[config.mk]
export PLATFORM = sky130hd
export DESIGN_NAME = scd_clock_divider
export DESIGN_NICKNAME = d
export VERILOG_FILES = /design/src/verilog/scd_pkg.sv /design/src/verilog/scd_clock_divider.sv
export SDC_FILE = /design/constraint.sdc
export NUM_CORES = 1
export LEC_CHECK = 0
export BUFFER_PORTS_ARGS = -buffer_cell sky130_fd_sc_hd__buf_2
export CAP_MARGIN = 40
export CORE_UTILIZATION = 45
export CTS_CLUSTER_SIZE = 25
export DETAILED_ROUTE_END_ITERATION = 12
export PLACE_DENSITY = 0.8
export SLEW_MARGIN = 5
export SYNTH_ARGS = -nofsm -noshare
export SYNTH_HDL_FRONTEND = slang
export SYNTH_SLANG_ARGS = --single-unit
export TNS_END_PERCENT = 30
[constraint.sdc]
create_clock -name clk_sys -period 2.57 [get_ports clk_sys]
set_input_delay 0 -clock clk_sys [delete_from_list [all_inputs] [get_ports clk_sys]]
set_output_delay 0 -clock clk_sys [all_outputs]
set_load 0.03 [all_outputs]
[src/verilog/scd_pkg.sv]
// constants for the system clock divider configuration block
package scd_pkg;
   // ----------------------------------------
   // register map
   // ----------------------------------------
   localparam logic [11:0] SCD_DIV_CFG_OFS = 12'h000;
   localparam logic [11:0] SCD_FLASH_INFO_OFS = 12'h004;
   // ----------------------------------------
   // field layout
   // ----------------------------------------
   localparam int SCD_CORE_DIV_MSB = 31;
   localparam int SCD_CORE_DIV_LSB = 28;
   localparam int SCD_BUS_DIV_MSB = 18;
   localparam int SCD_BUS_DIV_LSB = 16;
   localparam int SCD_FLASH_SIZE_MSB = 27;
   localparam int SCD_FLASH_SIZE_LSB = 24;
   // ----------------------------------------
   // reset values and codes
   // ----------------------------------------
   localparam logic [3:0] SCD_CORE_DIV1 = 4'h0;
   localparam logic [3:0] SCD_CORE_DIV2 = 4'h1;
   localparam logic [3:0] SCD_CORE_DIV4 = 4'h3;
   localparam logic [3:0] SCD_CORE_DIV8 = 4'h7;
   localparam logic [2:0] SCD_BUS_DIV_RST = 3'h1;
   localparam logic [3:0] SCD_FLASH_SIZE_32K = 4'h3;
   localparam logic [3:0] SCD_FLASH_SIZE_64K = 4'h5;
   // post-reset edge counts for the boot option load
   localparam logic [1:0] SCD_BOOT_LOAD_CNT = 2'h2;
   localparam logic [1:0] SCD_BOOT_DONE_CNT = 2'h3;
   localparam logic [1:0] HTRANS_NONSEQ = 2'h2;
endpackage

[src/verilog/scd_clock_divider.sv]
// system clock divider configuration with ahb-lite register access
// ----------------------------------------
// Functional notes
// - core divider field divides the source clock for core, bus and flash.
// - core divider bits 31..28, code N divides by N+1, up to 16.
// - reset loads core divider with 0; the third edge after release loads 0, 1, 3 or 7 from boot option bits.
// - divider register bits 27..19 and 15..0 read as zero.
// - bus/flash clock divides the already divided core clock.
// - bus divider bits 18..16, code N divides by N+1, up to 8.
// - reset loads bus divider with divide-by-two code.
// - flash info bits 31..28 read as zero.
// - flash info bits 27..24 report a fixed flash size code.
// - divider writes ignored in very low power run mode.
// - size code 0011 is 32 KB, 0101 is 64 KB; others reserved.
// ----------------------------------------
module scd_clock_divider
   import scd_pkg::*;
#(
   parameter logic [3:0] FLASH_SIZE_CODE = SCD_FLASH_SIZE_64K
) (
   input wire logic clk_sys, // system clock
   input wire logic nrst, // async reset, active low
   input wire logic clk_src, // source clock to divide, sampled
   input wire logic [1:0] low_power_boot_option, // from flash_option_byte, sampled
   input wire logic very_low_power_run, // power mode, sampled
   input wire logic hsel, // slave select
   input wire logic [31:0] haddr, // address
   input wire logic [1:0] htrans, // transfer type
   input wire logic hwrite, // write
   input wire logic [2:0] hsize, // size
   input wire logic [31:0] hwdata, // write data
   input wire logic hready, // bus ready
   output logic hreadyout, // slave ready
   output logic hresp, // response
   output logic [31:0] hrdata, // read data
   output logic [3:0] core_clock_divider, // current core code
   output logic [2:0] bus_flash_clock_divider, // current bus code
   output logic clk_core_en, // core clock tick
   output logic clk_bus_en // bus/flash clock tick
);
   // ----------------------------------------
   // helpers
   // ----------------------------------------
   function automatic logic [3:0] boot_code(input logic [1:0] sel);
      unique case (sel)
         2'h0: boot_code = SCD_CORE_DIV1;
         2'h1: boot_code = SCD_CORE_DIV2;
         2'h2: boot_code = SCD_CORE_DIV4;
         default: boot_code = SCD_CORE_DIV8;
      endcase
   endfunction

   // ----------------------------------------
   // input synchronisers
   // ----------------------------------------
   logic [3:0] sync1_q, sync1_d, sync2_q, sync2_d;
   logic src_prev_q, src_prev_d;
   always_comb begin
      sync1_d = {clk_src, very_low_power_run, low_power_boot_option};
      sync2_d = sync1_q;
      src_prev_d = sync2_q[3];
   end
   always_ff @(posedge clk_sys or negedge nrst) begin
      if (!nrst) begin
         sync1_q <= 4'h0;
         sync2_q <= 4'h0;
         src_prev_q <= 1'b0;
      end else begin
         sync1_q <= sync1_d;
         sync2_q <= sync2_d;
         src_prev_q <= src_prev_d;
      end
   end
   logic src_tick, lowpwr_run_s;
   logic [1:0] boot_s;
   assign src_tick = sync2_q[3] & ~src_prev_q;
   assign lowpwr_run_s = sync2_q[2];
   assign boot_s = sync2_q[1:0];

   // ----------------------------------------
   // ahb-lite slave
   // ----------------------------------------
   logic wr_pend_q, wr_pend_d, rd_pend_q, rd_pend_d;
   logic [11:0] addr_q, addr_d;
   // both sync flops reset to zero, so the boot option is trusted only on the third edge after release
   logic [1:0] boot_cnt_q, boot_cnt_d;
   logic boot_load, boot_done, div_wr;
   logic [3:0] core_q, core_d;
   logic [2:0] bus_q, bus_d;
   logic [31:0] rdata_q, rdata_d;
   logic take;
   assign take = hsel & hready & (htrans == HTRANS_NONSEQ);
   assign boot_load = (boot_cnt_q == SCD_BOOT_LOAD_CNT);
   assign boot_done = (boot_cnt_q == SCD_BOOT_DONE_CNT);
   assign div_wr = wr_pend_q & (addr_q == SCD_DIV_CFG_OFS) & ~lowpwr_run_s;
   assign hreadyout = 1'b1;
   assign hresp = 1'b0;
   assign hrdata = rdata_q;
   assign core_clock_divider = core_q;
   assign bus_flash_clock_divider = bus_q;

   always_comb begin
      wr_pend_d = take & hwrite;
      rd_pend_d = take & ~hwrite;
      addr_d = take ? haddr[11:0] : addr_q;
      boot_cnt_d = boot_done ? boot_cnt_q : boot_cnt_q + 2'h1;
      core_d = core_q;
      bus_d = bus_q;
      rdata_d = 32'h0000_0000;
      if (boot_load) begin
         core_d = boot_code(boot_s);
      end
      // reserved bits dropped
      // a write landing with the boot load wins: software asked last
      if (div_wr) begin
         core_d = hwdata[SCD_CORE_DIV_MSB:SCD_CORE_DIV_LSB];
         bus_d = hwdata[SCD_BUS_DIV_MSB:SCD_BUS_DIV_LSB];
      end
      if (take && !hwrite) begin
         if (haddr[11:0] == SCD_DIV_CFG_OFS) begin
            rdata_d[SCD_CORE_DIV_MSB:SCD_CORE_DIV_LSB] = core_d;
            rdata_d[SCD_BUS_DIV_MSB:SCD_BUS_DIV_LSB] = bus_d;
         end
         if (haddr[11:0] == SCD_FLASH_INFO_OFS) begin
            rdata_d[SCD_FLASH_SIZE_MSB:SCD_FLASH_SIZE_LSB] = FLASH_SIZE_CODE;
         end
      end else if (rd_pend_q) begin
         rdata_d = rdata_q;
      end
   end
   always_ff @(posedge clk_sys or negedge nrst) begin
      if (!nrst) begin
         wr_pend_q <= 1'b0;
         rd_pend_q <= 1'b0;
         addr_q <= 12'h000;
         boot_cnt_q <= 2'h0;
         core_q <= SCD_CORE_DIV1;
         bus_q <= SCD_BUS_DIV_RST;
         rdata_q <= 32'h0000_0000;
      end else begin
         wr_pend_q <= wr_pend_d;
         rd_pend_q <= rd_pend_d;
         addr_q <= addr_d;
         boot_cnt_q <= boot_cnt_d;
         core_q <= core_d;
         bus_q <= bus_d;
         rdata_q <= rdata_d;
      end
   end

   // ----------------------------------------
   // cascaded dividers
   // ----------------------------------------
   logic [3:0] core_cnt_q, core_cnt_d;
   logic [2:0] bus_cnt_q, bus_cnt_d;
   logic core_en_q, core_en_d, bus_en_q, bus_en_d;
   always_comb begin
      core_cnt_d = core_cnt_q;
      bus_cnt_d = bus_cnt_q;
      core_en_d = 1'b0;
      bus_en_d = 1'b0;
      if (src_tick) begin
         if (core_cnt_q >= core_q) begin
            core_cnt_d = 4'h0;
            core_en_d = 1'b1;
            if (bus_cnt_q >= bus_q) begin
               bus_cnt_d = 3'h0;
               bus_en_d = 1'b1;
            end else begin
               bus_cnt_d = bus_cnt_q + 3'h1;
            end
         end else begin
            core_cnt_d = core_cnt_q + 4'h1;
         end
      end
   end
   always_ff @(posedge clk_sys or negedge nrst) begin
      if (!nrst) begin
         core_cnt_q <= 4'h0;
         bus_cnt_q <= 3'h0;
         core_en_q <= 1'b0;
         bus_en_q <= 1'b0;
      end else begin
         core_cnt_q <= core_cnt_d;
         bus_cnt_q <= bus_cnt_d;
         core_en_q <= core_en_d;
         bus_en_q <= bus_en_d;
      end
   end
   assign clk_core_en = core_en_q;
   assign clk_bus_en = bus_en_q;

   // ----------------------------------------
   // assertions
   // ----------------------------------------
   // ratio checkers count ticks on their own, apart from the divider counters
   logic [3:0] chk_core_ticks_q, chk_core_ticks_d;
   logic [2:0] chk_bus_ticks_q, chk_bus_ticks_d;
   logic chk_core_steady_q, chk_core_steady_d, chk_bus_steady_q, chk_bus_steady_d;
   always_comb begin
      chk_core_ticks_d = chk_core_ticks_q;
      chk_bus_ticks_d = chk_bus_ticks_q;
      chk_core_steady_d = chk_core_steady_q;
      chk_bus_steady_d = chk_bus_steady_q;
      if (src_tick) begin
         chk_core_ticks_d = core_en_d ? 4'h0 : chk_core_ticks_q + 4'h1;
      end
      if (core_en_d) begin
         chk_bus_ticks_d = bus_en_d ? 3'h0 : chk_bus_ticks_q + 3'h1;
         chk_core_steady_d = 1'b1;
      end
      if (bus_en_d) begin
         chk_bus_steady_d = 1'b1;
      end
      // a period that saw a code change may be cut short, so it is not judged
      if (core_d != core_q) begin
         chk_core_steady_d = 1'b0;
      end
      if (bus_d != bus_q) begin
         chk_bus_steady_d = 1'b0;
      end
   end
   always_ff @(posedge clk_sys or negedge nrst) begin
      if (!nrst) begin
         chk_core_ticks_q <= 4'h0;
         chk_bus_ticks_q <= 3'h0;
         chk_core_steady_q <= 1'b1;
         chk_bus_steady_q <= 1'b1;
      end else begin
         chk_core_ticks_q <= chk_core_ticks_d;
         chk_bus_ticks_q <= chk_bus_ticks_d;
         chk_core_steady_q <= chk_core_steady_d;
         chk_bus_steady_q <= chk_bus_steady_d;
      end
   end
endmodule

==> results.sh <==
export IMPL_path_cells="inv_1 -> ha_1 -> nand2b_1 -> a2111oi_4 -> nor3_1 -> a31o_2"
export IMPL_rsz0062_at_grt="no"
export IMPL_num_rows=25
export IMPL_ys_seq_area_frac=0.534
export IMPL_synth_seq_cells=49
export IMPL_grt_pass1_wl_um=7160
export IMPL_worst_pin_slew_ns=0.636
export IMPL_postCtsSetupRepairBufs=0
export IMPL_final_antenna_net_count=0
export IMPL_ys_warn_count=0
export IMPL_p_leak_nw=1.44
export IMPL_layout_cells_most_common="dfrtp_1"
export IMPL_crit_arrival_ns=2.24
export IMPL_core_sq_mm=0.00482
export IMPL_crit_slowest_cell="a2111oi_4"
export IMPL_min_path_type="in2reg"
export IMPL_wl_um=4320
export IMPL_setup_viol=0
export IMPL_cts_root_buffer="clkbuf_8"
export IMPL_syn_area_sq_mm=0.00230
export IMPL_clock_skew_ns=0.00995
export IMPL_initial_core_util=0.477
export IMPL_dpl_hpwl_um=3080
export IMPL_grt_pass1_vias=1560
export IMPL_fp_dieW_um=73.5
export IMPL_min_period_ns=2.05
export IMPL_synthToLayoutAreaGrowth_pct=25.7
export IMPL_nFillCells=423
export IMPL_hold_viol=0
export IMPL_post_drt_via_cell_ratio=4.72
export IMPL_antenna_found_initial=0
export IMPL_post_dp_cell_area_sq_mm=0.00252
export IMPL_maxSlewViolCount=0
export IMPL_cp_required_ns=2.76
export IMPL_fin_tns_setup_ns=0
export IMPL_numPortBuffers=47
export IMPL_cts_buffers=5
export IMPL_cts_clk_slew_worst_paths_ns=0.10
export IMPL_holdWs_ns=0.163
export IMPL_first_pass_iters=4
export IMPL_synth_cells=188
export IMPL_maxCapViolCount=0
export IMPL_drive_gt1_frac=0.314
export IMPL_crit_path_max_incr_delay_ns=0.53
export IMPL_finalCritPeriodShare=0.796
export IMPL_worst_setup_path_start_kind="flip-flop"
export IMPL_chipHeight_um=73.5
export IMPL_drt_iter0_drc=61
export IMPL_n_antenna_cell=0
export IMPL_slew_headroom=0.575
export IMPL_htree_levels=2
export IMPL_outcome="finished, final reports clean"
export IMPL_syn_area_per_cell_sq_um=12.2
export IMPL_nets=352
export IMPL_ys_flop_type="dfrtp_1"
export IMPL_grt_usage=0.178
export IMPL_path_max_fanout=6
export IMPL_dp_cells=298
export IMPL_grt_max_degree=30
export IMPL_power_per_cell_area_mw_per_mm2=714
export IMPL_grt_overflow=0
export IMPL_vias=1561
export IMPL_mostFrequentLayoutCells="48 x dfrtp_1, 47 x buf_2, 25 x conb_1, 25 x dlygate4sd3_1, 18 x mux2_2"
export IMPL_vdd_drop_max_uv=422
export IMPL_io_pins=121
export IMPL_max_clock_freq_ghz=0.489
export IMPL_clock_latency_ns=0.30
export IMPL_max_clock_path_buffers=2
export IMPL_finish_cell_count_without_fillers=331
export IMPL_synth_edf_count=0
export IMPL_synthArstFlopShare=1.00
export IMPL_gp_congestion=0.768
export IMPL_post_cts_resized=0
export IMPL_clock_sinks=49
export IMPL_cts_tree="yes"
export IMPL_wl_per_cell_um=13.1
export IMPL_fin_util=0.600
export IMPL_drc_errors=0
export IMPL_synth_cell_types=38
export IMPL_endpoint_kind="flip-flop"
export IMPL_die_area_sq_mm=0.00540
export IMPL_post_route_cell_area_sq_mm=0.00289
export IMPL_crit_type="reg2reg"
-- area by class of cell --
cell class	count	area, sq um	share of cell area
multi-input cells	121	906	0.313
flip-flops and latches	49	1230	0.425
clock inverters	3	46.3	0.0160
inverters	12	45.0	0.0156
clock buffers	5	68.8	0.0238
well taps	67	83.8	0.0290
repair buffers	74	513	0.177
-- registers in the layout, summed over array words and instances (netlist names) --
name,count
addr_q,12
boot_cnt_q,2
bus_cnt_q,3
bus_flash_clock_divider,3
clk_bus_en,1
clk_core_en,1
core_clock_divider,4
core_cnt_q,4
hrdata,8
rd_pend_q,1
src_prev_q,1
sync1_q,4
sync2_q,4
wr_pend_q,1
-- cells in the mapped netlist, drive strengths merged, types with 2 or more instances --
cell / instances / share of area
buf: 27 / 0.087
a211o: 2 / 0.0076
o21ai: 7 / 0.015
nand3: 2 / 0.0044
dfrtp: 48 / 0.52
ha: 11 / 0.060
nand2: 8 / 0.013
nor3: 3 / 0.0065
nand2b: 3 / 0.0082
nor4: 4 / 0.016
a21oi: 2 / 0.0044
a32o: 7 / 0.030
nor2: 9 / 0.015
clkbuf: 2 / 0.0033
mux2: 18 / 0.088
conb: 2 / 0.0033
inv: 12 / 0.020
nor2b: 3 / 0.0082
-- power by group --
part           switching, mW  total (mW)  internal [mW]  leakage [nW]
clock network          0.260       0.551          0.291        0.0543
logic                  0.307       0.549          0.242         0.779
registers             0.0809       0.963          0.882         0.603
-- per-stage QoR --
| step | worst slack (ns) | total power [mW] |
|---|---|---|
| after floorplan | 0.589 | 1.39 |
| after global placement | 0.622 | 1.47 |
| after detailed placement | 0.543 | 1.51 |
| after CTS | 0.512 | 2.08 |
| after global routing | 0.446 | 2.18 |
| final | 0.524 | 2.06 |
-- kinds of logic after synthesis --
| kind of cell | synth area share |
|---|---|
| xor+xnor | 0.00762 |
| buf+inv | 0.110 |
| other cells | 0.00327 |
| fa+ha+maj | 0.0598 |
| compound gates | 0.0996 |
| mux | 0.0925 |
| flops | 0.534 |
| simple gates | 0.0936 |
-- layer usage --
| metal | global-route usage | vias to the layer above | wire length, um |
|---|---|---|---|
| met1 | 0.211 | 753 | 1820 |
| li1 | - | 761 | - |
| met3 | 0.0439 | 5 | 166 |
| met2 | 0.321 | 42 | 2300 |
| met5 | 0 | - | 0 |
| met4 | 0.0449 | 0 | 31 |
-- critical path: cells and delay by family, from the launching register on --
family | cells | cell delay, ns
AO/OA/AOI/OAI | 2 | 0.80
adder cells (fa/ha/maj) | 1 | 0.23
AND/OR/NAND/NOR | 2 | 0.37
buffers and inverters | 1 | 0.11
flip-flops | 1 | 0.41
-- final timing paths --
kind	startpoint	endpoint	slack, ns	cells after the start
worst max-delay path	core_cnt_q[0]	bus_cnt_q[1]	0.52	6
worst min-delay path	htrans[0]	wr_pend_q	0.16	4
worst max register to register	core_cnt_q[0]	bus_cnt_q[1]	0.52	6
worst min register to register	sync1_q[3]	sync2_q[3]	0.35	0
max in group asynchronous	nrst	addr_q[2]	1.88	3
min in group asynchronous	nrst	core_clock_divider[2]	0.18	2
-- timing repair --
| item | 4_1_cts | 5_1_grt |
|---|---|---|
| hold buffers | 25 | 0 |
| endpoints found under the setup margin | 0 | 0 |
| endpoints found under the hold margin | 44 | 0 |
(Power assumes the default switching activity.)
